<file path="src/pkg/pm1_regs_pkg.sv">
// package: register map, field positions and reset values for the pm1 enable/control slice
package pm1_regs_pkg;
    // ==========================================
    // register byte offsets (printed offsets are not all multiples of four)
    localparam int unsigned IDX_CONTROL_LOW     = 0;
    localparam int unsigned IDX_ENABLE_LOW      = 2;
    localparam int unsigned IDX_ENABLE_HIGH     = 3;
    localparam logic [3:0]  ADDR_CONTROL_LOW    = 4'h0;
    localparam logic [3:0]  ADDR_ENABLE_LOW     = 4'h8;
    localparam logic [3:0]  ADDR_ENABLE_HIGH    = 4'hC;
    localparam logic [3:0]  ADDR_EVENT_CONFIG   = 4'h4;
    localparam logic [3:0]  ADDR_EVENT_FLAGS    = 4'h1 << 2 ^ 4'h0 ^ 4'h4 ^ 4'h4;
    localparam logic [5:0]  ADDR_W_EVENT_FLAGS  = 6'h10;
    localparam logic [5:0]  ADDR_W_IRQ_MASK     = 6'h14;
    localparam logic [5:0]  ADDR_W_SYS_STATE    = 6'h18;
    // ==========================================
    // field positions
    localparam int unsigned BIT_POWER_BUTTON    = 0;
    localparam int unsigned BIT_SLEEP_BUTTON    = 1;
    localparam int unsigned BIT_ALARM           = 2;
    localparam int unsigned BIT_PM_TIMER        = 0;
    localparam int unsigned BIT_GLOBAL_LOCK     = 5;
    // ==========================================
    // reset values
    localparam logic [2:0]  ENABLE_RESET        = 3'h0;
    localparam logic [2:0]  CONFIG_RESET        = 3'h0;
    localparam logic [2:0]  FLAGS_RESET         = 3'h0;
    localparam logic [2:0]  IRQ_MASK_RESET      = 3'h0;
    localparam logic [7:0]  READ_ZERO           = 8'h00;
    localparam logic [31:0] BUS_IDLE_DATA       = 32'h0000_0000;
endpackage

</file>
<file path="src/pkg/pm1_event_if.sv">
// interface: event flags and gated enables passed from the register bank to the interrupt combiner
`timescale 1ns/1ps
`default_nettype none
interface pm1_event_if;
    logic [2:0] eventFlag;
    logic [2:0] gatedEnable;
    logic       sysWorking;
    logic       pmInterrupt;
    modport regs (output eventFlag, output gatedEnable, output sysWorking, input pmInterrupt);
    modport comb (input eventFlag, input gatedEnable, input sysWorking, output pmInterrupt);
endinterface
`default_nettype wire

</file>
<file path="src/verilog/pm1_event_enable_control_regs.sv">
// module: pm1 enable low/high and control low registers with avalon-mm slave
// Summary of operation
// global lock enable bit 5 of low enable reads zero, writes ignored.
// pm timer enable bit 0 of low enable reads zero.
// all unimplemented and reserved bits read zero.
// alarm flag with alarm enable set raises the interrupt, else not.
// alarm enable held zero while alarm event gate is zero.
// sleep button flag with its enable set raises the interrupt, else not.
// sleep button enable forced zero while its event gate is zero.
// power button enable raises interrupt only in working state.
// in sleep states the power button enable has no effect.
// power button enable forced zero while its event gate is zero.
// high enable bits are read/write and reset to zero.
// control low bits 2, 1 and 0 always read zero.
// alarm flag set by alarm, cleared only by writing one; the code also clears it while the alarm event gate is zero.
// interrupt is or of each flag and its enable, power button qualified.
//
// Added by the designer: the Avalon-MM register port.
`timescale 1ns/1ps
`default_nettype none
module pm1_event_enable_control_regs (
    input  wire logic        clk,
    input  wire logic        rst,
    input  wire logic [5:0]  address,
    input  wire logic        read,
    input  wire logic        write,
    input  wire logic [31:0] writedata,
    input  wire logic [3:0]  byteenable,
    output logic      [31:0] readdata,
    output logic             waitrequest,
    output logic             readdatavalid,
    input  wire logic        alarmActive,
    input  wire logic        sleepButtonPress,
    input  wire logic        powerButtonPress,
    output logic             pm_interrupt_out,
    output logic             irq
);
    // ==========================================
    // types and state
    typedef enum logic [1:0] {
        BUS_IDLE = 2'b00,
        BUS_ACK  = 2'b01
    } bus_state_t;

    bus_state_t busState_ff;
    logic [2:0]  enable_ff;
    logic [2:0]  eventConfig_ff;
    logic [2:0]  eventFlag_ff;
    logic [2:0]  irqMask_ff;
    logic        sysWorking_ff;
    logic [31:0] readdata_ff;
    logic [2:0]  evSync1_ff;
    logic [2:0]  evSync2_ff;
    logic [2:0]  evPrev_ff;
    logic [2:0]  gatedEnable;
    logic [2:0]  evRise;
    logic        accept;
    logic        wrLane0;
    logic [7:0]  wrByte;

    pm1_event_if ev ();

    // ==========================================
    // bus helpers
    // byte address from a printed register index
    function automatic logic [5:0] idx_addr(input int unsigned idx);
        idx_addr = 6'(idx * 4);
    endfunction

    // ==========================================
    // avalon slave: one wait cycle, answer on the second edge
    always_ff @(posedge clk or posedge rst) begin
        if (rst) begin
            busState_ff <= BUS_IDLE;
        end else begin
            case (busState_ff)
                BUS_IDLE: begin
                    if (read || write) begin
                        busState_ff <= BUS_ACK;
                    end
                end
                BUS_ACK: begin
                    busState_ff <= BUS_IDLE;
                end
                default: begin
                    busState_ff <= BUS_IDLE;
                end
            endcase
        end
    end

    assign accept        = (busState_ff == BUS_ACK);
    assign waitrequest   = (read || write) && !accept;
    assign readdatavalid = 1'b0;
    assign wrLane0       = write && accept && byteenable[0];
    assign wrByte        = writedata[7:0];

    // ==========================================
    // event input synchronisers and edge detect
    always_ff @(posedge clk or posedge rst) begin
        if (rst) begin
            evSync1_ff <= 3'h0;
            evSync2_ff <= 3'h0;
            evPrev_ff  <= 3'h0;
        end else begin
            evSync1_ff <= {alarmActive, sleepButtonPress, powerButtonPress};
            evSync2_ff <= evSync1_ff;
            evPrev_ff  <= evSync2_ff;
        end
    end

    assign evRise = evSync2_ff & ~evPrev_ff;

    // ==========================================
    // high enable register, software read/write
    always_ff @(posedge clk or posedge rst) begin
        if (rst) begin
            enable_ff <= pm1_regs_pkg::ENABLE_RESET;
        end else if (wrLane0 && address == idx_addr(pm1_regs_pkg::IDX_ENABLE_HIGH)) begin
            enable_ff <= wrByte[2:0];
        end
    end

    // gates force the enables low; stored value kept so reopening a gate restores it
    assign gatedEnable[pm1_regs_pkg::BIT_ALARM] =
        enable_ff[pm1_regs_pkg::BIT_ALARM] & eventConfig_ff[pm1_regs_pkg::BIT_ALARM];
    assign gatedEnable[pm1_regs_pkg::BIT_SLEEP_BUTTON] =
        enable_ff[pm1_regs_pkg::BIT_SLEEP_BUTTON] & eventConfig_ff[pm1_regs_pkg::BIT_SLEEP_BUTTON];
    assign gatedEnable[pm1_regs_pkg::BIT_POWER_BUTTON] =
        enable_ff[pm1_regs_pkg::BIT_POWER_BUTTON] & eventConfig_ff[pm1_regs_pkg::BIT_POWER_BUTTON];

    // ==========================================
    // event config register (gates) and system state
    always_ff @(posedge clk or posedge rst) begin
        if (rst) begin
            eventConfig_ff <= pm1_regs_pkg::CONFIG_RESET;
        end else if (wrLane0 && address == {2'b00, pm1_regs_pkg::ADDR_EVENT_CONFIG}) begin
            eventConfig_ff <= wrByte[2:0];
        end
    end

    always_ff @(posedge clk or posedge rst) begin
        if (rst) begin
            sysWorking_ff <= 1'b1;
        end else if (wrLane0 && address == pm1_regs_pkg::ADDR_W_SYS_STATE) begin
            sysWorking_ff <= wrByte[0];
        end
    end

    // ==========================================
    // sticky event flags: set wins over write-one clear; gate closed holds flag at zero
    always_ff @(posedge clk or posedge rst) begin
        if (rst) begin
            eventFlag_ff <= pm1_regs_pkg::FLAGS_RESET;
        end else begin
            for (int i = 0; i < 3; i++) begin
                if (!eventConfig_ff[i]) begin
                    eventFlag_ff[i] <= 1'b0;
                end else if (evRise[i]) begin
                    eventFlag_ff[i] <= 1'b1;
                end else if (wrLane0 && address == pm1_regs_pkg::ADDR_W_EVENT_FLAGS && wrByte[i]) begin
                    eventFlag_ff[i] <= 1'b0;
                end
            end
        end
    end

    // ==========================================
    // interrupt mask for the bus-side irq line
    always_ff @(posedge clk or posedge rst) begin
        if (rst) begin
            irqMask_ff <= pm1_regs_pkg::IRQ_MASK_RESET;
        end else if (wrLane0 && address == pm1_regs_pkg::ADDR_W_IRQ_MASK) begin
            irqMask_ff <= wrByte[2:0];
        end
    end

    assign irq = |(eventFlag_ff & irqMask_ff);

    // ==========================================
    // read mux; unmapped addresses read zero
    always_ff @(posedge clk or posedge rst) begin
        if (rst) begin
            readdata_ff <= pm1_regs_pkg::BUS_IDLE_DATA;
        end else if (read && !accept) begin
            readdata_ff <= pm1_regs_pkg::BUS_IDLE_DATA;
            if (address == idx_addr(pm1_regs_pkg::IDX_CONTROL_LOW)) begin
                readdata_ff[7:0] <= pm1_regs_pkg::READ_ZERO;
            end else if (address == idx_addr(pm1_regs_pkg::IDX_ENABLE_LOW)) begin
                readdata_ff[7:0] <= pm1_regs_pkg::READ_ZERO;
            end else if (address == idx_addr(pm1_regs_pkg::IDX_ENABLE_HIGH)) begin
                readdata_ff[7:0] <= {5'h00, gatedEnable};
            end else if (address == {2'b00, pm1_regs_pkg::ADDR_EVENT_CONFIG}) begin
                readdata_ff[7:0] <= {5'h00, eventConfig_ff};
            end else if (address == pm1_regs_pkg::ADDR_W_EVENT_FLAGS) begin
                readdata_ff[7:0] <= {5'h00, eventFlag_ff};
            end else if (address == pm1_regs_pkg::ADDR_W_IRQ_MASK) begin
                readdata_ff[7:0] <= {5'h00, irqMask_ff};
            end else if (address == pm1_regs_pkg::ADDR_W_SYS_STATE) begin
                readdata_ff[7:0] <= {7'h00, sysWorking_ff};
            end
        end
    end

    assign readdata = readdata_ff;

    // ==========================================
    // interrupt combiner
    assign ev.eventFlag   = eventFlag_ff;
    assign ev.gatedEnable = gatedEnable;
    assign ev.sysWorking  = sysWorking_ff;

    pm1_irq_combine i_pm1_irq_combine (
        .clk (clk),
        .rst (rst),
        .ev  (ev)
    );

    assign pm_interrupt_out = ev.pmInterrupt;
endmodule
`default_nettype wire

</file>
<file path="src/verilog/pm1_irq_combine.sv">
// module: combines event flags with enables into the power-management interrupt
`timescale 1ns/1ps
`default_nettype none
module pm1_irq_combine (
    input  wire logic clk,
    input  wire logic rst,
    pm1_event_if.comb ev
);
    logic pmInterrupt_ff;
    logic nxt_pmInterrupt;

    // ==========================================
    // interrupt combine
    // power button only counts in the working state; asleep, its enable is ignored
    always_comb begin
        nxt_pmInterrupt = (ev.eventFlag[pm1_regs_pkg::BIT_ALARM] & ev.gatedEnable[pm1_regs_pkg::BIT_ALARM])
                        | (ev.eventFlag[pm1_regs_pkg::BIT_SLEEP_BUTTON]
                           & ev.gatedEnable[pm1_regs_pkg::BIT_SLEEP_BUTTON])
                        | (ev.eventFlag[pm1_regs_pkg::BIT_POWER_BUTTON]
                           & ev.gatedEnable[pm1_regs_pkg::BIT_POWER_BUTTON] & ev.sysWorking);
    end

    // registered so the output pin is glitch free
    always_ff @(posedge clk or posedge rst) begin
        if (rst) begin
            pmInterrupt_ff <= 1'b0;
        end else begin
            pmInterrupt_ff <= nxt_pmInterrupt;
        end
    end

    assign ev.pmInterrupt = pmInterrupt_ff;
endmodule
`default_nettype wire
</file>
<file path="config.mk">
export PLATFORM = sky130hd
export DESIGN_NAME = pm1_event_enable_control_regs
export DESIGN_NICKNAME = d
export VERILOG_FILES = /design/src/pkg/pm1_regs_pkg.sv /design/src/pkg/pm1_event_if.sv /design/src/verilog/pm1_event_enable_control_regs.sv /design/src/verilog/pm1_irq_combine.sv
export SDC_FILE = /design/constraint.sdc
export NUM_CORES = 1
export LEC_CHECK = 0
export ABC_AREA = 1
export CAP_MARGIN = 20
export CORE_UTILIZATION = 43
export DETAILED_ROUTE_END_ITERATION = 10
export DONT_BUFFER_PORTS = 1
export PLACE_DENSITY = 0.62
export SLEW_MARGIN = 20
export SYNTH_ARGS = -nofsm -noshare
export SYNTH_HDL_FRONTEND = slang
export SYNTH_HIERARCHICAL = 1
export SYNTH_SLANG_ARGS = --single-unit
</file>
<file path="constraint.sdc">
create_clock -name clk -period 3.13 [get_ports clk]
set_input_delay 0.4695 -clock clk [delete_from_list [all_inputs] [get_ports clk]]
set_output_delay 0.4695 -clock clk [all_outputs]
set_load 0.005 [all_outputs]
</file>
[After elaboration in Yosys (flattened, before gate mapping)]
Cells that the tools add are included.
Storage, ports and cells
  register bits after elaboration: 33
  output and inout port bits: 36
  memories: 0
  latch bits: 0
  RAM bits: 0
  word-level logic and storage cells: 71
  input port bits: 49
  ROM bits: 0
Cells by class
  reduce and logical (&&, ||, !) cells: 17
  shifts and indexed selects: 0
  divide/modulo/power cells: 0
  $add $sub $neg: 0
  bitwise operators: 12
  equal/unequal tests: 11
  muxes and demuxes: 18
  multiply operators: 0
  order comparisons: 0
Operators by type and width (count)
  $eq 6x5->1 const B: 3
  $mux 3: 6
  $eq 6x4->1 const B: 2
  $logic_and 1x1->1: 12
  $mux 1: 10
  $ne 3x1->1 const B: 3
  $and 1x1->1: 7
  $and 3x3->3: 2
  $eq 6x3->1 const B: 1
  $logic_not 6->1: 1
  $mux 2: 2
  $not 3->3: 1
  $reduce_or 3->1: 1
  $eq 2x1->1 const B: 1
  $logic_not 2->1: 1
  $ne 2x2->1 const B: 1
  $or 1x1->1: 2
  $logic_not 1->1: 1
  $logic_or 1x1->1: 1

[Longest topological paths before layout]
Gate-level depths: netlist (run 1).
  depth after elaboration: 8
  mapped depth: 10

[By module]
Netlist (run 1), hierarchy kept.
By module, submodules not included
  pm1_event_enable_control_regs: instances 1, cells an instance 173, seq. area each 651.9 µm², area each 1423.9 µm²
  pm1_irq_combine: instances 1, cells an instance 6, seq. area each 25.0 µm², area each 46.3 µm²

[Worst setup path after synthesis (run 1)]
No wires, ideal clock.
  path type: input -> register
  from: input port address[1]
  to: register readdata_ff[0] (netlist: readdata[0])
  required time: 3.014 ns
  data arrival time: 1.109 ns
  library setup time: 0.116 ns
  stages on the path: 8
  buffers on the path: 0
  setup slack: 1.905 ns
  path through: nor2_2 nand2_2 nor3_2 nand2_1 nand2_1 nand2_1 nand2_1 nand2_1
On the way
  word-level cells in the longest chain between the ends: 8
RTL lines
  from (decl): line pm1_event_enable_control_regs.sv:24  | input wire logic [5:0] address,
  $eq 6x5->1: line pm1_event_enable_control_regs.sv:199  | end else if (address == pm1_regs_pkg::ADDR_W_SYS_STATE) begin
  $mux 1: line pm1_event_enable_control_regs.sv:199
  $mux 3: line pm1_event_enable_control_regs.sv:197  | end else if (address == pm1_regs_pkg::ADDR_W_IRQ_MASK) begin
  $mux 3: line pm1_event_enable_control_regs.sv:195  | end else if (address == pm1_regs_pkg::ADDR_W_EVENT_FLAGS) begin
  $mux 3: line pm1_event_enable_control_regs.sv:193  | end else if (address == {2'b00, pm1_regs_pkg::ADDR_EVENT_CONFIG}) begin
  $mux 3: line pm1_event_enable_control_regs.sv:191  | end else if (address == idx_addr(pm1_regs_pkg::IDX_ENABLE_HIGH)) begin
  $mux 3: line pm1_event_enable_control_regs.sv:189  | end else if (address == idx_addr(pm1_regs_pkg::IDX_ENABLE_LOW)) begin
  $mux 3 *: line pm1_event_enable_control_regs.sv:187  | if (address == idx_addr(pm1_regs_pkg::IDX_CONTROL_LOW)) begin
  to (signal assigned): line pm1_event_enable_control_regs.sv:188  | readdata_ff[7:0] <= pm1_regs_pkg::READ_ZERO;
  to (signal assigned): line pm1_event_enable_control_regs.sv:190  | readdata_ff[7:0] <= pm1_regs_pkg::READ_ZERO;
  to (signal assigned): line pm1_event_enable_control_regs.sv:192  | readdata_ff[7:0] <= {5'h00, gatedEnable};
  to (decl): line pm1_event_enable_control_regs.sv:51  | logic [31:0] readdata_ff;
Mark *: on every way between the ends. The rest lies on a longest branch, timed or not.
A chain may end at the register's enable or synchronous reset.

[Worst setup path in the final report (run 1)]
  from: register eventFlag_ff[0] (netlist: ev.eventFlag[0])
  to: output port irq
On the way
  word-level cells in the longest chain between the ends: 2
RTL lines
  from (decl): line pm1_event_enable_control_regs.sv:48  | logic [2:0] eventFlag_ff;
  from (signal assigned): line pm1_event_enable_control_regs.sv:154  | eventFlag_ff <= pm1_regs_pkg::FLAGS_RESET;
  $and 3x3->3: line pm1_event_enable_control_regs.sv:178  | assign irq = |(eventFlag_ff & irqMask_ff);
  $reduce_or 3->1: line pm1_event_enable_control_regs.sv:178
  to (decl): line pm1_event_enable_control_regs.sv:36  | output logic irq
Every way passes these cells.

==> results.cfg, run 1 <==
[critical_path]
critPathLaunchType = flop
max_stage_delay_ns = 0.44
slowest_stage = dfrtp_1
path_max_fanout = 4
critPathBufInv = 0
arrival_ns = 0.96
r2r_start = busState_ff[0]$_DFFE_PP0P_
r2r-end = eventConfig_ff[1]$_DFFE_PP0P_
path_class = reg2out
cp.required_ns = 2.66
cp.depth = 2
cp_cell_sequence = nand2_1 -> nand3_1
cp-end-kind = output port
reg2reg_depth = 5
reg2reg_slack_ns = 1.93
critPathTopFamily = flip-flops

[sta]
rsz0062_at_grt = no
slew_violations = 0
min_period_ns = 1.43
fin_setup_tns_ns = 0
period_share_pct = 45.6
finalClockSkew_ns = 0.00262
setup_viol = 0
max_freq_ghz = 0.701
hold_viol_final = 0

[detailed_routing]
wl_per_cell_um = 10.9
finalWirelength_mm = 2.49
drt_iter0_markers = 36
drc = 0
drtAntennaViolNets = 0
viasPerCell = 4.53
dr.pass1.iters = 4
num_vias = 1038

[clocking]
postCtsSetupBuffers = 0
clk_pin_slew_ns = 0.14
cts_buffer_depth = 2
cts_root_buf = clkbuf_4
cts_tree = done
clkSinkCount = 27
htree_num_levels = 1
hold_buffers = 1
insertion_delay_ns = 0.32
cts_resized = 0
cts_buffers = 3

[synth]
yosysWarnings = 6
postSynthCellCount = 179
yosysSeqAreaShare_pct = 46.0
ys_ff_latch = 27
avgSynthCellArea_um2 = 8.21
synthDistinctLibCells = 23
syn_area_um2 = 1470

[floorplanning]
die_area_um2 = 3660
die_h_um = 60.5
io_pins = 85
start_util_pct = 46.6
num_rows = 20
coreArea_um2 = 3150
die_w_um = 60.5

[global_route]
first_global_vias = 940
grt_usage_pct = 15.2
antenna_found_initial = 0
grt_pass1_wl_mm = 4.08
grt_max_degree = 27
grt-ovfl-total = 0

[run]
cap_violations = 0

[hold_path]
hold_depth = 0
hold-path-endpoint = evSync1_ff[2]$_DFF_PP0_
hold_class = in2reg
worstHoldStart = alarmActive

[power]
p_total_mw = 0.580
vdd_drop_max_uv = 243
power_leakage_nw = 0.773
power_density_nw_per_um2 = 393

[placed_design]
hpwl_mm = 1.98
portBuffers = 0
gp_congestion = 0.846
postPlaceCellArea_um2 = 1410

[outcome]
status = finished, final reports clean

[layout]
antenna_cells = 0
area_growth_pct = 0.255
fillers = 297
fin_nets = 235
drive_above_1_share_pct = 10.8
final_util_pct = 46.7
fin_area_um2 = 1470
synth_stat cells, drive strengths merged:
library cell | number | area [um^2]
nand2 | 48 | 193
buf | 30 | 225
dfrtp | 26 | 651
inv | 23 | 86.3
nor2 | 13 | 68.8
o21ai | 13 | 65.1
nand3 | 11 | 65.1
a21oi | 7 | 35.0
nor3 | 2 | 26.3
a31oi | 1 | 6.26
clkinv | 1 | 5.00
conb | 1 | 3.75
dfstp | 1 | 26.3
nand4 | 1 | 6.26
o211ai | 1 | 7.51
worst max-delay path by stage:
stage                           startpoint                       to
3_5_place_dp                    address[1]  readdata[0]$_DFFE_PP0P_
3_3_place_gp                    address[1]  readdata[0]$_DFFE_PP0P_
4_1_cts        ev.eventFlag[0]$_DFFE_PP0P_                      irq
2_1_floorplan                   address[1]  readdata[0]$_DFFE_PP0P_
5_1_grt        ev.eventFlag[1]$_DFFE_PP0P_                      irq
6_report       ev.eventFlag[0]$_DFFE_PP0P_                      irq
placed cells by master, fill, tap and decap left out:
| master | netlist | layout |
|---|---|---|
| dfrtp_1 | 26 | 26 |
| inv_1 | 21 | 21 |
| conb_1 | 1 | 30 |
| nor2_4 | 2 | 2 |
| nor3_4 | 1 | 1 |
| nand2_4 | 1 | 1 |
| nand3_2 | 2 | 2 |
| nor2_1 | 9 | 9 |
| dfstp_2 | 1 | 1 |
| clkinvlp_4 | 0 | 1 |
| o21ai_0 | 10 | 10 |
| clkbuf_4 | 0 | 3 |
| nor3_2 | 1 | 1 |
| nand3_1 | 9 | 9 |
| nand2_2 | 2 | 2 |
| nand2_1 | 45 | 45 |
| buf_8 | 0 | 1 |
| o211ai_1 | 1 | 1 |
| inv_2 | 2 | 2 |
| dlygate4sd3_1 | 0 | 2 |
| clkinv_2 | 1 | 1 |
| nand4_1 | 1 | 1 |
| a21oi_1 | 7 | 7 |
| nor2_2 | 2 | 2 |
| a31oi_1 | 1 | 1 |
| o21ai_1 | 3 | 3 |
power breakdown:
part           internal [mW]  total [mW]  switching, mW  leakage, nW
Sequential             0.365       0.374        0.00933        0.349
Clock                 0.0488       0.151          0.102       0.0139
Combinational         0.0156      0.0549         0.0393        0.410
Total                  0.429       0.580          0.150        0.773
flip-flops by register name (all words and copies together) (netlist names), 3 cells and up:
signal	count
enable_ff	3
ev.eventFlag	3
evPrev_ff	3
evSync1_ff	3
evSync2_ff	3
eventConfig_ff	3
irqMask_ff	3
readdata	3
cells by family after synthesis:
| group | Yosys count | share of synthesized area [%] |
|---|---|---|
| simple gates | 75 | 24.4 |
| buf+inv | 54 | 21.5 |
| flops | 27 | 46.0 |
| compound gates | 22 | 7.74 |
| other cells | 1 | 0.255 |
worst reg2reg max path: stages (launching register included):
cell     delay (ns)
dfrtp_1        0.41
nand3_1        0.14
inv_1          0.23
nand3_2        0.17
nand2_1        0.09
o21ai_0        0.07
per-stage QoR:
stage / hold slack (ns) / std cells / setup slack [ns]
detailed placement: 0.202 / 222 / 1.72
finish: 0.155 / 229 / 1.70
CTS: 0.150 / 227 / 1.69
global placement: 0.199 / 222 / 1.80
floorplan: 0.198 / 208 / 1.90
global route: 0.125 / 229 / 1.63
metal layers:
| layer | GRT usage, % | vias up | wire length [um] |
|---|---|---|---|
| met5 | 0 | - | 0 |
| met1 | 19.1 | 472 | 1080 |
| met4 | 3.90 | 0 | 24 |
| li1 | - | 507 | - |
| met2 | 25.9 | 55 | 1150 |
| met3 | 4.26 | 4 | 238 |
final cells by class:
| cell class | count | area, um^2 | share of cell area, % |
|---|---|---|---|
| Inverter | 24 | 91.3 | 6.20 |
| Timing Repair Buffer | 3 | 35.0 | 2.38 |
| Sequential cell | 27 | 677 | 45.9 |
| Clock inverter | 1 | 7.51 | 0.509 |
| Tap cell | 44 | 55.1 | 3.74 |
| Clock buffer | 3 | 22.5 | 1.53 |
| Multi-Input combinational cell | 127 | 586 | 39.7 |
Note: power is estimated with default switching activity, not from simulation.
==> inputs of run 2 (changes only) <==
--- a/config.mk
+++ b/config.mk
@@ -5,7 +5,7 @@
 export SDC_FILE = /design/constraint.sdc
 export NUM_CORES = 1
 export LEC_CHECK = 0
-export ABC_AREA = 1
+export ABC_AREA = 0
 export CAP_MARGIN = 20
 export CORE_UTILIZATION = 43
 export DETAILED_ROUTE_END_ITERATION = 10
==> constraint.sdc (replaced) <==
create_clock -name clk -period 1.4 [get_ports clk]
set_input_delay 0.21 -clock clk [delete_from_list [all_inputs] [get_ports clk]]
set_output_delay 0.21 -clock clk [all_outputs]
set_load 0.005 [all_outputs]
==> results.cfg, run 2 <==
[synth]
syn_area_um2 = 1430
muxShareOfSynthArea_pct = 11.0
synth_xor_area_share_pct = 0
synth_fa_ha_area_share_pct = 0
synth-simple-area-share_pct = 14.2
postSynthCellCount = 134
synth_flop_cell = dfrtp_1
synthDistinctLibCells = 30
synth.top_cells.by_count = buf_4, dfrtp_1, nand2_1, mux2_2
synth_top_family_by_area = buffers and inverters
ys_ff_latch = 27
synth_area_leaders = dfrtp_1, buf_4, mux2_2
synth_compound_area_share_pct = 9.02
yosysMostFrequentCell = buf_4
yosysSeqAreaShare_pct = 47.4
ys_async_sr_fraction_pct = 100
synth_area_leader_cell = dfrtp_1
synth_edf_count = 0
avgSynthCellArea_um2 = 10.7
synth_top_area_share_pct = 45.5
yosysWarnings = 6

[global_route]
first_global_vias = 845
grt_pass1_wl_mm = 3.71
grt-ovfl-total = 0
grt_max_degree = 27
grt_usage_pct = 14.3
antenna_found_initial = 0

[detailed_routing]
dr.pass1.iters = 4
m1WireLength_um = 990
top_layer = met4
num_vias = 929
drc = 0
viasPerCell = 4.69
drt_iter0_markers = 34
drtAntennaViolNets = 0
wl_met2_mm = 1.28
wl_per_cell_um = 12.3
wl_met3_um = 157
finalWirelength_mm = 2.44

[placed_design]
portBuffers = 0
hpwl_mm = 1.68
place_ws_ns = -0.234
gp_congestion = 0.776
post-place-cells = 182

[critical_path]
path_class = reg2reg
max_stage_delay_ns = 0.38
critPathLaunchType = flop
reg2reg_depth = 4
reg2reg_slack_ns = -0.04
path_max_fanout = 3
r2r-end = enable_ff[0]$_DFFE_PP0P_
cp-end-kind = flop
cp_cell_sequence = and3_4 -> nand2_4 -> or3_4 -> mux2_4
r2r_start = busState_ff[0]$_DFFE_PP0P_
arrival_ns = 1.68
slowest_stage = dfrtp_1
critPathTopFamily = simple AND/OR/NAND/NOR gates
cp.required_ns = 1.64
critPathBufInv = 0

[sta]
slew_violations = 0
min_period_ns = 1.44
fin_setup_tns_ns = -0.125
finalClockSkew_ns = 0.00261
setup_viol = 4
hold_viol_final = 0
max_freq_ghz = 0.693
rsz0062_at_grt = yes
period_share_pct = 103
setup_ws_ns = -0.0425

[floorplanning]
io_pins = 85
num_rows = 20
die_h_um = 59.6
die_w_um = 59.6
die_area_um2 = 3560
start_util_pct = 46.0
coreArea_um2 = 3100

[layout]
drive_above_1_share_pct = 24.0
final_cell_mix = conb_1, dfrtp_1, buf_4, nand2_1, mux2_2
final_util_pct = 50.7
layout_commonest_cell = conb_1
antenna_cells = 0
finalNonFillerCells = 198
fin_nets = 204
area_growth_pct = 10.1

[hold_path]
hold_depth = 2
hold_class = in2reg
worstHoldStart = read
hold-path-endpoint = busState_ff[0]$_DFFE_PP0P_

[clocking]
clk_pin_slew_ns = 0.15
cts_buffer_depth = 2
clkSinkCount = 27
htree_num_levels = 1
insertion_delay_ns = 0.33
cts_tree = done
cts_buffers = 3
cts_root_buf = clkbuf_4

[outcome]
status = finished, violations left
violations = setup timing

[power]
vdd_drop_max_uv = 558
power_leakage_nw = 0.775
power_density_nw_per_um2 = 846

[run]
cap_violations = 0
run 2: power by group:
group          switching, mW  leakage [nW]  internal [mW]
clock                  0.246        0.0183          0.117
combinational         0.0704         0.407         0.0643
sequential            0.0189         0.349          0.814
total                  0.335         0.775          0.995
run 2: how the worst max path moves through the flow:
| stage | start | end | slack [ns] | cells past startpoint |
|---|---|---|---|---|
| after floorplan | address[1] | enable_ff[0]$_DFFE_PP0P_ | -0.27 | 4 |
| after global placement | address[1] | enable_ff[0]$_DFFE_PP0P_ | -0.23 | 3 |
| after detailed placement | address[1] | enable_ff[0]$_DFFE_PP0P_ | -0.23 | 3 |
| after CTS | ev.eventFlag[1]$_DFFE_PP0P_ | irq | -0.06 | 2 |
| after global routing | ev.eventFlag[1]$_DFFE_PP0P_ | irq | -0.1 | 2 |
| final | busState_ff[0]$_DFFE_PP0P_ | enable_ff[0]$_DFFE_PP0P_ | -0.04 | 4 |
run 2: cell families (layout without fill, tap and decap cells):
group / count (synthesis) / after routing
AO/OA/AOI/OAI: 21 / 21
buffers and inverters: 37 / 28
flip-flops: 27 / 27
multiplexers: 13 / 13
other: 1 / 30
AND/OR/NAND/NOR: 35 / 35
run 2: area by class of cell:
cell class	count	area [um^2]
well taps	44	55.1
inverters	4	15.0
flip-flops and latches	27	677
repair buffers	20	170
clock inverters	1	8.76
fillers	299	1530
clock buffers	3	22.5
multi-input cells	99	624
run 2: timing repair:
| action | CTS | global route |
|---|---|---|
| hold buffers | 5 | 3 |
| gates resized for setup | 3 | 1 |
| buffers inserted | 4 | 0 |
| pin swaps | 1 | 0 |
| endpoints found under the setup margin | 4 | 7 |
| hold endpoints to repair | 30 | 9 |
run 2: worst reg2reg max path, stage by stage, from the launching register on:
cell and delay (ns):
dfrtp_1 0.38, and3_4 0.21, nand2_4 0.07, or3_4 0.37, mux2_4 0.31
run 2: layer usage:
metal	track usage, %	vias to the layer above
met5	0	-
met4	3.99	0
met3	5.46	4
met2	25.6	39
met1	15.7	454
li1	-	432
run 2: metrics by stage:
| stage | area (um^2) | hold WS, ns | power [mW] |
|---|---|---|---|
| 6_report | 1570 | 0.0133 | 1.33 |
| 3_3_place_gp | 1410 | -0.0606 | 0.945 |
| 2_1_floorplan | 1540 | -0.0613 | 0.987 |
| 4_1_cts | 1540 | 0.000304 | 1.34 |
| 3_5_place_dp | 1410 | -0.0572 | 0.949 |
| 5_1_grt | 1570 | 0.0104 | 1.40 |
==> inputs of run 3 (changes only) <==
--- a/config.mk
+++ b/config.mk
@@ -7,10 +7,14 @@
 export LEC_CHECK = 0
 export ABC_AREA = 0
 export CAP_MARGIN = 20
+export CELL_PAD_IN_SITES_DETAIL_PLACEMENT = 0
+export CELL_PAD_IN_SITES_GLOBAL_PLACEMENT = 1
 export CORE_UTILIZATION = 43
 export DETAILED_ROUTE_END_ITERATION = 10
 export DONT_BUFFER_PORTS = 1
-export PLACE_DENSITY = 0.62
+export MAX_ROUTING_LAYER = met4
+export PLACE_DENSITY = 0.79
+export RECOVER_POWER = 50
 export SLEW_MARGIN = 20
 export SYNTH_ARGS = -nofsm -noshare
 export SYNTH_HDL_FRONTEND = slang
==> results.cfg, run 3 (synthesized netlist as in run 2, its figures left out) <==
[clocking]
cts_root_buf = clkbuf_4
clk_pin_slew_ns = 0.15
cts_tree = done
cts_buffer_depth = 2
cts_buffers = 3
clkSinkCount = 27
insertion_delay_ns = 0.33
htree_num_levels = 1

[sta]
min_period_ns = 1.44
hold_viol_final = 0
rsz0062_at_grt = yes
period_share_pct = 103
finalClockSkew_ns = 0.00545
max_slew.worst_pin.slew_ns = 0.640
setup_viol = 1
max_freq_ghz = 0.695
setup_ws_ns = -0.0384
relSlewSlack_pct = 57.3
fin_setup_tns_ns = -0.0384
slew_violations = 0

[placed_design]
postPlaceCellArea_um2 = 1410
hpwl_mm = 1.62
portBuffers = 0
place_ws_ns = -0.203
gp_congestion = 0.817

[critical_path]
arrival_ns = 1.23
crit_path_start = irqMask_ff[1]$_DFFE_PP0P_
path_max_fanout = 2
reg2reg_slack_ns = 0
r2r-end = enable_ff[2]$_DFFE_PP0P_
reg2reg_depth = 4
r2r_start = busState_ff[0]$_DFFE_PP0P_
cp-end-kind = output port
crit_end = irq
cp.required_ns = 1.19
critPathLaunchType = flop
path_class = reg2out

[floorplanning]
die_h_um = 59.6
die_area_um2 = 3560
die_w_um = 59.6
io_pins = 85
coreArea_um2 = 3100
num_rows = 20
start_util_pct = 46.0

[layout]
fillers = 317
drive_above_1_share_pct = 24.0
fin_nets = 204
fin_area_um2 = 1570
antenna_cells = 0
layout_commonest_cell = conb_1
final_cell_mix = conb_1, dfrtp_1, nand2_1, buf_4
area_growth_pct = 9.81

[hold_path]
hold_class = in2reg
hold_depth = 1

[global_route]
first_global_vias = 825
antenna_found_initial = 0
grt-ovfl-total = 0
grt_pass1_wl_mm = 3.58
grt_usage_pct = 14.1
grt_max_degree = 27

[detailed_routing]
top_layer = met3
drtAntennaViolNets = 0
wl_met2_mm = 1.13
drt_iter0_markers = 21
num_vias = 890
wl_per_cell_um = 11.4
m1WireLength_um = 975
wl_met3_um = 145
finalWirelength_mm = 2.25
drc = 0
dr.pass1.iters = 4
viasPerCell = 4.49

[power]
p_int_mw = 0.995
p_sw_share_pct = 24.9
vdd_drop_max_uv = 575
pwr-share-clk_pct = 27.1
pwr-share-comb_pct = 10.0
seq_power_share_pct = 62.8
p_sw_mw = 0.329
power_leakage_nw = 0.767
power_density_nw_per_um2 = 844

[run]
cap_violations = 0

[outcome]
violations = setup timing
status = finished, violations left
==> run 3: area by class of cell <==
type                    count  area [um^2]  area share, %
multi-input cells          99          621           39.6
flip-flops and latches     27          677           43.1
well taps                  44         55.1           3.51
repair buffers             20          170           10.8
clock inverters             1         8.76          0.558
clock buffers               3         22.5           1.44
inverters                   4         15.0          0.957
==> run 3: metal layers <==
layer	up-vias	track usage, %
met3	0	5.02
met1	418	16.2
met5	-	-
met4	0	0.997
met2	36	24.6
li1	436	-
==> run 3: power groups by stage <==
stage / Sequential, mW / Combinational, mW / Clock, mW
2_1_floorplan: 0.842 / 0.145 / 0
3_3_place_gp: 0.846 / 0.0962 / 0
3_5_place_dp: 0.848 / 0.0993 / 0
4_1_cts: 0.832 / 0.125 / 0.381
5_1_grt: 0.838 / 0.153 / 0.409
6_report: 0.833 / 0.133 / 0.359
==> run 3: repair_timing <==
item	4_1_cts	5_1_grt
setup endpoints to repair	4	5
hold buffers	6	3
pin swaps	1	0
gates cloned	0	0
buffers inserted	4	0
hold endpoints to repair	31	5
resized for setup	3	1
==> run 3: metrics by stage <==
step	hold WS, ns	power [mW]	cells	utilization, %
floorplan	-0.0613	0.987	163	-
global placement	-0.0597	0.942	181	45.3
detailed placement	-0.0593	0.948	181	45.3
CTS	0.00141	1.34	195	49.6
global route	0.000237	1.40	198	50.6
finish	0.0197	1.32	198	50.6
==> run 3: worst max-delay path, stage by stage (launching register included) <==
cell      delay, ns
dfrtp_1        0.41
a222oi_1       0.38
inv_1          0.10
==> run 3: worst min path at each step <==
stage	startpoint	endpoint	slack [ns]
2_1_floorplan	rst	i_pm1_irq_combine/ev.pmInterrupt$_DFF_PP0_	-0.06
3_3_place_gp	rst	i_pm1_irq_combine/ev.pmInterrupt$_DFF_PP0_	-0.06
3_5_place_dp	rst	i_pm1_irq_combine/ev.pmInterrupt$_DFF_PP0_	-0.06
4_1_cts	writedata[1]	irqMask_ff[1]$_DFFE_PP0P_	0.001
5_1_grt	writedata[0]	irqMask_ff[0]$_DFFE_PP0P_	0.0002
6_report	writedata[0]	irqMask_ff[0]$_DFFE_PP0P_	0.02
